File: config.mk
export PLATFORM = sky130hd
export DESIGN_NAME = pmc_mode_ctrl
export DESIGN_NICKNAME = d
export VERILOG_FILES = /design/src/rtl/pmc_pkg.sv /design/src/rtl/pmc_mdio_frame.sv /design/src/rtl/pmc_mode_ctrl.sv
export SDC_FILE = /design/constraint.sdc
export NUM_CORES = 1
export LEC_CHECK = 0
export BUFFER_PORTS_ARGS = -buffer_cell sky130_fd_sc_hd__buf_4
export CAP_MARGIN = 20
export CORE_ASPECT_RATIO = 1.5
export CORE_UTILIZATION = 40
export DETAILED_ROUTE_END_ITERATION = 8
export MAX_ROUTING_LAYER = met4
export PLACE_DENSITY = 0.6
export SLEW_MARGIN = 20
export SYNTH_ARGS = -nofsm -noshare
export SYNTH_HDL_FRONTEND = slang
export SYNTH_HIERARCHICAL = 1
export SYNTH_SLANG_ARGS = --single-unit
File: constraint.sdc
create_clock -name ref_clk -period 2.15 [get_ports ref_clk]
set_clock_uncertainty 0.1 [all_clocks]
set_input_delay 0.215 -clock ref_clk [delete_from_list [all_inputs] [get_ports ref_clk]]
set_output_delay 0.215 -clock ref_clk [all_outputs]
set_load 0.02 [all_outputs]
File: src/rtl/pmc_pkg.sv
package pmc_pkg;

  // management register addresses and page selection
  localparam logic [4:0] REG_MODE_CTRL = 5'h00;
  localparam logic [4:0] REG_PAGE_SEL = 5'h1F;
  localparam logic [15:0] PAGE_MAIN = 16'h0000;

  // mode control field positions
  localparam int B_SRST = 15;
  localparam int B_LOOP = 14;
  localparam int B_SPD_LO = 13;
  localparam int B_ANEG = 12;
  localparam int B_PWRDN = 11;
  localparam int B_ISO = 10;
  localparam int B_RESTART = 9;
  localparam int B_DUPLEX = 8;
  localparam int B_COLTEST = 7;
  localparam int B_SPD_HI = 6;
  localparam int B_UNI = 5;

  localparam logic [15:0] CTRL_DEF = 16'h1040;
  localparam logic [15:0] CTRL_WMASK = 16'hFFE0;
  localparam logic [15:0] CTRL_SRST_BIT = 16'h8000;

  // forced speed codes, high bit first
  localparam logic [1:0] SPD_10 = 2'h0;
  localparam logic [1:0] SPD_100 = 2'h1;
  localparam logic [1:0] SPD_1000 = 2'h2;
  localparam logic [1:0] SPD_RSVD = 2'h3;

  // media mode codes
  localparam logic [2:0] MED_COPPER = 3'h0;
  localparam logic [2:0] MED_PROTO = 3'h1;
  localparam logic [2:0] MED_1000X = 3'h2;
  localparam logic [2:0] MED_100FX = 3'h3;

  // software reset quiet time
  localparam int CLK_PERIOD_NS = 50;
  localparam int SRST_WAIT_NS = 1000;
  localparam int SRST_CYC = (SRST_WAIT_NS + CLK_PERIOD_NS - 1) / CLK_PERIOD_NS;
  localparam logic [4:0] SRST_CNT_INIT = 5'(SRST_CYC);

  // management frame fields
  localparam logic [1:0] OP_WR = 2'h1;
  localparam logic [1:0] OP_RD = 2'h2;
  localparam logic [3:0] HDR_LAST = 4'hB;
  localparam logic [3:0] DATA_LAST = 4'hF;

  typedef enum logic [2:0] {PMC_IDLE, PMC_ST, PMC_HDR, PMC_TA, PMC_DATA} pmc_mdio_st_e;

  typedef struct packed {
    logic wr;
    logic rd;
    logic [4:0] addr;
    logic [15:0] data;
  } pmc_req_s;

  typedef struct packed {
    logic en;
    logic [7:0] data;
  } pmc_byte_s;

endpackage : pmc_pkg

File: src/rtl/pmc_mdio_frame.sv
`timescale 1ns/1ps
module pmc_mdio_frame
  import pmc_pkg::*;
(
  input wire logic ref_clk,
  input wire logic rst_n,
  input wire logic mdc,
  input wire logic mdio_i,
  input wire logic [4:0] phy_addr,
  input wire logic [15:0] rd_data,
  output logic mdio_o,
  output logic mdio_oe,
  output pmc_req_s req
);

  typedef struct packed {
    logic mdc_q;
    pmc_mdio_st_e fsm;
    logic [3:0] cnt;
    logic ones;
    logic rd;
    logic [15:0] sh;
    logic o;
    logic oe;
    pmc_req_s req;
  } pmc_frm_s;

  pmc_frm_s st;
  pmc_frm_s next_st;

  assign mdio_o = st.o;
  assign mdio_oe = st.oe;
  assign req = st.req;

  always_comb begin
    logic [11:0] hdr;
    hdr = {st.sh[10:0], mdio_i};
    next_st = st;
    next_st.mdc_q = mdc;
    next_st.req.wr = 1'b0;
    next_st.req.rd = 1'b0;
    // serial bits are taken on the sampled rising edge of the management clock
    if (mdc && !st.mdc_q) begin
      case (st.fsm)
        PMC_IDLE: begin
          if (mdio_i) begin
            next_st.ones = 1'b1;
          end else if (st.ones) begin
            next_st.fsm = PMC_ST;
          end
        end
        PMC_ST: begin
          next_st.ones = 1'b0;
          next_st.cnt = 4'h0;
          next_st.fsm = mdio_i ? PMC_HDR : PMC_IDLE;
        end
        PMC_HDR: begin
          next_st.sh = {st.sh[14:0], mdio_i};
          next_st.cnt = st.cnt + 4'h1;
          if (st.cnt == HDR_LAST) begin
            next_st.cnt = 4'h0;
            next_st.rd = (hdr[11:10] == OP_RD);
            next_st.req.addr = hdr[4:0];
            if (hdr[9:5] != phy_addr || (hdr[11:10] != OP_RD && hdr[11:10] != OP_WR)) begin
              next_st.fsm = PMC_IDLE;
            end else begin
              next_st.fsm = PMC_TA;
              next_st.req.rd = (hdr[11:10] == OP_RD);
            end
          end
        end
        PMC_TA: begin
          if (st.cnt == 4'h0) begin
            next_st.cnt = 4'h1;
            next_st.oe = st.rd;
            next_st.o = 1'b0;
          end else begin
            next_st.cnt = 4'h0;
            next_st.fsm = PMC_DATA;
            if (st.rd) begin
              next_st.sh = rd_data;
              next_st.o = rd_data[15];
            end
          end
        end
        PMC_DATA: begin
          next_st.cnt = st.cnt + 4'h1;
          if (st.rd) begin
            next_st.o = st.sh[14];
            next_st.sh = {st.sh[14:0], 1'b0};
          end else begin
            next_st.sh = {st.sh[14:0], mdio_i};
          end
          if (st.cnt == DATA_LAST) begin
            next_st.fsm = PMC_IDLE;
            next_st.oe = 1'b0;
            next_st.o = 1'b0;
            next_st.req.wr = !st.rd;
            next_st.req.data = {st.sh[14:0], mdio_i};
          end
        end
        default: begin
          next_st.fsm = PMC_IDLE;
        end
      endcase
    end
  end

  always_ff @(posedge ref_clk or negedge rst_n) begin
    if (!rst_n) begin
      st <= '0;
    end else begin
      st <= next_st;
    end
  end

endmodule : pmc_mdio_frame

File: src/rtl/pmc_mode_ctrl.sv
`timescale 1ns/1ps
// Behaviour
// - a one written to bit 15 returns all management registers to default and then clears.
// - bit 14 loops MAC transmit data back to MAC receive at the programmed speed and duplex.
// - forced speed is bit 6 high and bit 13 low, 00/01/10 for 10/100/1000, 11 reserved.
// - bit 10 disables all MAC-side outputs and ignores all MAC-side inputs.
// - a one written to bit 9 restarts autonegotiation and then clears.
// - bit 7 turns the collision test on and off.
// - bit 5 is ignored unless autonegotiation is off and full duplex is selected.
// - effective bit 5 lets transmit run without link, otherwise transmit needs link.
// - unidirectional transmit applies only in the 100BASE-FX and 1000BASE-X media modes.
// - half duplex is not available while MACsec runs or legacy-MAC EEE is on.
module pmc_mode_ctrl
  import pmc_pkg::*;
(
  input wire logic ref_clk,
  input wire logic rst_n,
  input wire logic mdc,
  input wire logic mdio_i,
  output logic mdio_o,
  output logic mdio_oe,
  input wire logic [4:0] phy_addr,
  input wire logic [2:0] media_mode,
  input wire logic link_up,
  input wire logic macsec_active,
  input wire logic eee_legacy_en,
  input wire pmc_byte_s mac_tx,
  output pmc_byte_s mac_rx,
  output logic mac_col,
  output logic mac_oe,
  input wire pmc_byte_s med_rx,
  output pmc_byte_s med_tx,
  output logic loopback_en,
  output logic [1:0] speed_sel,
  output logic aneg_en,
  output logic aneg_restart,
  output logic power_down,
  output logic isolate_en,
  output logic duplex_full,
  output logic col_test_en,
  output logic uni_tx_en,
  output logic soft_reset
);

  typedef struct packed {
    logic [15:0] ctrl;
    logic [15:0] page;
    logic [4:0] srst_cnt;
    logic [15:0] rd_data;
    logic [1:0] speed;
    logic duplex;
    logic uni;
    logic restart;
    pmc_byte_s mac_rx;
    logic mac_col;
    logic mac_oe;
    pmc_byte_s med_tx;
  } pmc_top_s;

  pmc_top_s st;
  pmc_top_s next_st;
  pmc_req_s req;

  pmc_mdio_frame u_frame (
    .ref_clk(ref_clk),
    .rst_n(rst_n),
    .mdc(mdc),
    .mdio_i(mdio_i),
    .phy_addr(phy_addr),
    .rd_data(st.rd_data),
    .mdio_o(mdio_o),
    .mdio_oe(mdio_oe),
    .req(req)
  );

  assign loopback_en = st.ctrl[B_LOOP];
  assign aneg_en = st.ctrl[B_ANEG];
  assign power_down = st.ctrl[B_PWRDN];
  assign isolate_en = st.ctrl[B_ISO];
  assign col_test_en = st.ctrl[B_COLTEST];
  assign soft_reset = st.ctrl[B_SRST];
  assign aneg_restart = st.restart;
  assign speed_sel = st.speed;
  assign duplex_full = st.duplex;
  assign uni_tx_en = st.uni;
  assign mac_rx = st.mac_rx;
  assign mac_col = st.mac_col;
  assign mac_oe = st.mac_oe;
  assign med_tx = st.med_tx;

  always_comb begin
    logic busy;
    logic fiber;
    logic uni_active;
    logic tx_ok;
    logic [1:0] code;
    pmc_byte_s mac_in;
    pmc_byte_s rx_src;
    busy = st.ctrl[B_SRST];
    fiber = (media_mode == MED_1000X) || (media_mode == MED_100FX);
    code = {st.ctrl[B_SPD_HI], st.ctrl[B_SPD_LO]};
    mac_in = st.ctrl[B_ISO] ? '0 : mac_tx;
    uni_active = 1'b0;
    tx_ok = 1'b0;
    rx_src = '0;
    next_st = st;

    // restart request lives for one cycle and leaves a one-cycle pulse
    next_st.restart = st.ctrl[B_RESTART];
    next_st.ctrl[B_RESTART] = 1'b0;

    // reset bit reads back set until the quiet time is over
    if (st.srst_cnt != 5'h00) begin
      next_st.srst_cnt = st.srst_cnt - 5'h01;
    end else begin
      next_st.ctrl[B_SRST] = 1'b0;
    end

    // writes during the quiet time are dropped rather than half applied
    if (req.wr && !busy) begin
      if (req.addr == REG_MODE_CTRL && st.page == PAGE_MAIN) begin
        if (req.data[B_SRST]) begin
          next_st.ctrl = CTRL_DEF | CTRL_SRST_BIT;
          next_st.page = PAGE_MAIN;
          next_st.srst_cnt = SRST_CNT_INIT;
          next_st.restart = 1'b0;
        end else begin
          next_st.ctrl = req.data & CTRL_WMASK;
        end
      end else if (req.addr == REG_PAGE_SEL) begin
        next_st.page = req.data;
      end
    end

    if (req.rd) begin
      if (req.addr == REG_MODE_CTRL && st.page == PAGE_MAIN) begin
        next_st.rd_data = st.ctrl;
      end else if (req.addr == REG_PAGE_SEL) begin
        next_st.rd_data = st.page;
      end else begin
        next_st.rd_data = 16'h0000;
      end
    end

    // reserved speed code keeps the last valid speed running
    next_st.speed = (code != SPD_RSVD) ? code : st.speed;
    next_st.duplex = st.ctrl[B_DUPLEX] | macsec_active | eee_legacy_en;

    uni_active = st.ctrl[B_UNI] & ~st.ctrl[B_ANEG] & st.ctrl[B_DUPLEX] & fiber;
    next_st.uni = uni_active;
    tx_ok = link_up | uni_active;

    if (tx_ok && !st.ctrl[B_LOOP] && !st.ctrl[B_PWRDN]) begin
      next_st.med_tx = mac_in;
    end else begin
      next_st.med_tx = '0;
    end

    rx_src = st.ctrl[B_LOOP] ? mac_in : med_rx;
    next_st.mac_rx = (st.ctrl[B_ISO] || st.ctrl[B_PWRDN]) ? '0 : rx_src;
    next_st.mac_col = st.ctrl[B_COLTEST] & mac_in.en & ~st.ctrl[B_PWRDN];
    next_st.mac_oe = ~st.ctrl[B_ISO];
  end

  always_ff @(posedge ref_clk or negedge rst_n) begin
    if (!rst_n) begin
      st <= '0;
      st.ctrl <= CTRL_DEF;
      st.page <= PAGE_MAIN;
      st.speed <= SPD_1000;
      st.mac_oe <= 1'b1;
    end else begin
      st <= next_st;
    end
  end

  property p_srst_defaults;
    @(posedge ref_clk) disable iff (!rst_n)
      $rose(st.ctrl[B_SRST]) |-> (st.ctrl[14:0] == CTRL_DEF[14:0]) && (st.page == PAGE_MAIN);
  endproperty
  a_srst_defaults: assert property (p_srst_defaults)
    else $error("software reset did not restore defaults");

  property p_srst_clears;
    @(posedge ref_clk) disable iff (!rst_n)
      $rose(st.ctrl[B_SRST]) |-> st.ctrl[B_SRST] [*8] ##[1:20] !st.ctrl[B_SRST];
  endproperty
  a_srst_clears: assert property (p_srst_clears)
    else $error("software reset bit did not hold then clear");

  property p_loopback;
    @(posedge ref_clk) disable iff (!rst_n)
      (st.ctrl[B_LOOP] && !st.ctrl[B_ISO] && !st.ctrl[B_PWRDN])
        |=> (mac_rx == $past(mac_tx)) && !med_tx.en;
  endproperty
  a_loopback: assert property (p_loopback)
    else $error("loopback data mismatch");

  property p_speed;
    @(posedge ref_clk) disable iff (!rst_n)
      ({st.ctrl[B_SPD_HI], st.ctrl[B_SPD_LO]} != SPD_RSVD)
        |=> speed_sel == $past({st.ctrl[B_SPD_HI], st.ctrl[B_SPD_LO]});
  endproperty
  a_speed: assert property (p_speed)
    else $error("speed output does not follow the speed field");

  property p_isolate;
    @(posedge ref_clk) disable iff (!rst_n)
      st.ctrl[B_ISO] |=> !mac_oe && !mac_rx.en && !mac_col && !med_tx.en;
  endproperty
  a_isolate: assert property (p_isolate)
    else $error("MAC side active while isolated");

  property p_restart;
    @(posedge ref_clk) disable iff (!rst_n)
      $rose(st.ctrl[B_RESTART]) |=> aneg_restart && !st.ctrl[B_RESTART] ##1 !aneg_restart;
  endproperty
  a_restart: assert property (p_restart)
    else $error("restart bit did not pulse and clear");

  property p_coltest;
    @(posedge ref_clk) disable iff (!rst_n)
      (!st.ctrl[B_COLTEST] |=> !mac_col)
        and ((st.ctrl[B_COLTEST] && mac_tx.en && !st.ctrl[B_ISO] && !st.ctrl[B_PWRDN])
          |=> mac_col);
  endproperty
  a_coltest: assert property (p_coltest)
    else $error("collision test output wrong");

  property p_uni_ignored;
    @(posedge ref_clk) disable iff (!rst_n)
      ((st.ctrl[B_ANEG] || !st.ctrl[B_DUPLEX]) && !link_up) |=> !med_tx.en && !uni_tx_en;
  endproperty
  a_uni_ignored: assert property (p_uni_ignored)
    else $error("unidirectional mode acted while it should be ignored");

  // judged on the live field, since uni_tx_en lags a write by one cycle
  property p_uni_tx;
    @(posedge ref_clk) disable iff (!rst_n)
      (st.ctrl[B_UNI] && !st.ctrl[B_ANEG] && st.ctrl[B_DUPLEX]
        && (media_mode == MED_1000X || media_mode == MED_100FX)
        && mac_tx.en && !st.ctrl[B_ISO] && !st.ctrl[B_LOOP] && !st.ctrl[B_PWRDN])
        |=> med_tx.en && uni_tx_en;
  endproperty
  a_uni_tx: assert property (p_uni_tx)
    else $error("unidirectional transmit blocked");

  property p_uni_media;
    @(posedge ref_clk) disable iff (!rst_n)
      (media_mode != MED_1000X && media_mode != MED_100FX && !link_up) |=> !med_tx.en;
  endproperty
  a_uni_media: assert property (p_uni_media)
    else $error("transmit without link outside fiber modes");

  property p_no_half;
    @(posedge ref_clk) disable iff (!rst_n)
      (macsec_active || eee_legacy_en) |=> duplex_full;
  endproperty
  a_no_half: assert property (p_no_half)
    else $error("half duplex active while not supported");

  property p_reserved_zero;
    @(posedge ref_clk) disable iff (!rst_n)
      (st.ctrl[4:0] == 5'h00) && (speed_sel != SPD_RSVD);
  endproperty
  a_reserved_zero: assert property (p_reserved_zero)
    else $error("reserved bits or speed code nonzero");

endmodule : pmc_mode_ctrl

==> summary.md <==
| Metric | Value |
|---|---|
| Routed wire per std cell | `around 17 um` |
| CTS Buffer Depth | `2` |
| Clock sink count | `approximately 120` |
| Share of the clock period used by the worst path | `a little over nine tenths` |
| Synth top area cells | `dfrtp_1 51%, mux2_2 8.3%, buf_4 5.7%` |
| Crit path largest cell delay | `410 ps` |
| Clock power frac | `41.6%` |
| #FFs+latches synth | `123` |
| CP Data Arrival Time | `2200 ps` |
| Syn nets | `527` |
| Overall routing resource usage | `18.67%` |
| Leakage power | `3.449 nW` |
| Synthesis-to-finish area growth | `22.13%` |
| Biggest area consumer among synthesized cells | `dfrtp_1` |
| Clk slew on worst S/H paths | `50 ps` |
| Worst EP required | `around 2300 ps` |
| CTS tree | `done` |
| Die width | `100.7 um` |
| H-tree depth | `4` |
| Fin nets | `593` |
| Unrepaired setup endpoints after global routing | `no` |
| Non-filler cells in the finished layout | `761` |
| Clock root buffer | `clkbuf_16` |
| DR vias | `3828` |
| Least-Margin Pin Slew | `around 740 ps` |
| Syn avg cell area | `11.93 um^2` |
| Critical path peak fanout | `15` |
| Sequential Area | `just over 3000 um^2` |
| Post-synthesis cell type count | `60` |
| DR pass1 iterations | `4` |
| Initial core utilization | `41.39%` |
| Worst-case vdd ir drop | `0.4988 mV` |
| Crit end category | `flop` |
| WHS | `24.37 ps` |
| Combinational share of power | `16.1%` |
| Synth warn | `6` |
| Max cap viols | `0` |
| Final WL | `roughly 13 mm` |
| CTS Hold Bufs | `24` |
| Post-synthesis sequential area ratio | `between 50% and 60%` |
| Die Y | `150.1 um` |
| Post-synth top area share | `50.94%` |
| Antenna violations before repair | `0` |
| Crit-path cells | `inv_1 > ha_1 > or3b_4 > nand3_1 > a31oi_4 > buf_12 > mux2_2` |
| Worst skew pair latency | `around 400 ps` |
| Slew Limit Fails | `0` |
| Pwr dens | `882.2 nW/um^2` |
| Post-synthesis instance total | `490` |
| Worst setup SP type | `flop` |
| DP Wirelength | `8.577 mm` |
| Placer Congestion | `0.7941` |
| Largest net degree at the start of global routing | `46` |
| Cell internal pwr | `4.585 mW` |
| First-pass GRT wire length | `20.49 mm` |
| F_max | `496.1 MHz` |
| Final hold violation count | `0` |
| Kind of critical path | `flop to flop` |
| Final instance area | `7139 um^2` |
| Initial DRC Count | `170` |
| Rows | `53` |
| Post CTS Setup Buffer Count | `0` |
| Layout cells sized above 1 | `34.09%` |
| IO Pins | `66` |
| Fillers | `1278` |
| PortBufs | `64` |
| HP Class | `input pin to flop` |
| Sw frac | `27.20%` |
| Ys flop type | `dfrtp_1` |
| Total core area | `14120 um^2` |
| ANT nets after route | `0` |
| Final TNS setup | `0 ps` |
| DR DRC count | `0` |
| NetSw | `1.713 mW` |
| Avg Vias per Cell | `approximately 5.0` |
| Slowest cell on the critical path | `dfrtp_1` |
| Vias in the first global route | `3981` |
| CTS Buf Count | `17` |
| Ys async rst share | `100.0%` |
| Total chip power | `6.299 mW` |
| Final setup violating endpoints | `0` |
| GR Overflow Total | `0` |
| Seq pwr share | `42.2%` |
| Placed Cells incl. Taps | `approximately 700` |
| Post-synth EDFFs | `0` |
| Final min period | `2016 ps` |
| Resized Gates After CTS | `0` |
| Slew headroom | `about 51%` |
| Area of the multi-input gates | `2271 um^2` |
| Outcome | `finished, final reports clean` |
| Placed inst area | `6344 um^2` |
| Mapped Area | `5846 um^2` |
| Total die area | `15110 um^2` |
| N_diodes | `0` |
==> critical path: cells and delay by family, from the launching register on <==
kind	cells	cell delay, ps
buffers and inverters	2	270
muxes	1	350
DFF	1	410
AOI/OAI and AO/OA	1	220
adders and majority gates	1	180
and+or+nand+nor	2	370
==> flip-flops by register name (all words and copies together) (netlist names), 2 cells and up <==
name	cells
mac_rx	9
med_tx	9
speed_sel	2
st	42
u_frame/req	23
u_frame/st	25
==> per-stage QoR <==
step                utilization, %  setup WS, ps
floorplan                        -         218.4
global placement             44.91         182.2
detailed placement           44.91         150.8
CTS                          50.54         131.3
global route                 50.54         7.462
finish                       50.54         134.4
==> final timing paths <==
kind / end / depth (start not counted) / slack [ps] / start
setup / recovery: u_frame/st[39]$_DFFE_PN0P_ / 7 / 130 / u_frame/st[43]$_DFFE_PN0P_
hold / removal: u_frame/req[0]$_DFFE_PN0P_ / 2 / 20 / mdio_i
setup reg to reg: u_frame/st[39]$_DFFE_PN0P_ / 7 / 130 / u_frame/st[43]$_DFFE_PN0P_
hold reg to reg: speed_sel[1]$_DFFE_PN1P_ / 2 / 360 / speed_sel[1]$_DFFE_PN1P_
max in group asynchronous: st[70]$_DFFE_PN0P_ / 3 / 1040 / rst_n
min in group asynchronous: st[45]$_DFF_PN0_ / 2 / 250 / rst_n
==> routing by layer <==
metal	vias up	track usage (%)	routed length [um]
li1	1800	-	-
met1	1950	20.64	5253
met2	67	32.84	6852
met3	11	4.064	318
met4	0	6.594	188
met5	-	-	0
==> area by class of cell <==
cell class / instances / area share [%]
Multi-Input combinational cell: 291 / 31.81
Tap cell: 192 / 3.365
Inverter: 15 / 0.7886
Clock buffer: 18 / 6.011
Clock inverter: 14 / 1.770
Timing Repair Buffer: 108 / 13.07
Sequential cell: 123 / 43.18
==> cell usage after synthesis (5+ instances only) <==
cell / instances
dfrtp_1: 119
nand2_1: 48
buf_4: 44
mux2_2: 43
nor2_1: 23
nor2b_1: 21
mux2i_1: 17
inv_1: 15
mux2_4: 15
a21oi_1: 11
a221o_1: 11
a22o_1: 10
and2_1: 10
buf_2: 8
o21ai_0: 7
xor2_1: 6
clkbuf_1: 5
nand3_1: 5
==> power groups by stage <==
stage | clock, mW | sequential (mW) | combinational, mW
after floorplan | 0 | 2.64 | 0.724
after global placement | 0 | 2.69 | 0.968
after detailed placement | 0 | 2.70 | 0.984
after CTS | 2.68 | 2.66 | 1.02
after global routing | 2.80 | 2.69 | 1.13
final | 2.62 | 2.66 | 1.02
==> kinds of logic after synthesis <==
kind of cell | synth area share [%]
buffers and inverters | 8.412
adder cells (fa/ha/maj) | 0.8562
flip-flops | 52.74
AO/OA/AOI/OAI | 7.684
multiplexers | 15.05
XOR/XNOR | 1.049
AND/OR/NAND/NOR | 14.21
==> cells in the final DEF (no fill, tap or decap), drive strengths merged, types with 2 or more instances in the layout <==
master	count
and2	10
dlygate4sd3	24
ha	4
a21oi	11
or2	2
nor2b	21
and3	3
nand3	7
o21ai	8
o21a	2
mux2i	17
or3b	3
nand3b	2
xor2	6
or4b	2
nor3	5
nor2	24
nand2	48
dfrtp	119
mux2	58
a221o	12
nor3b	4
or3	2
clkinvlp	2
inv	16
nor4	8
nand2b	4
o31ai	2
dfstp	4
clkinv	10
buf	84
clkbuf	18
a22o	10
No activity file was read; power rests on OpenSTA's default activity.
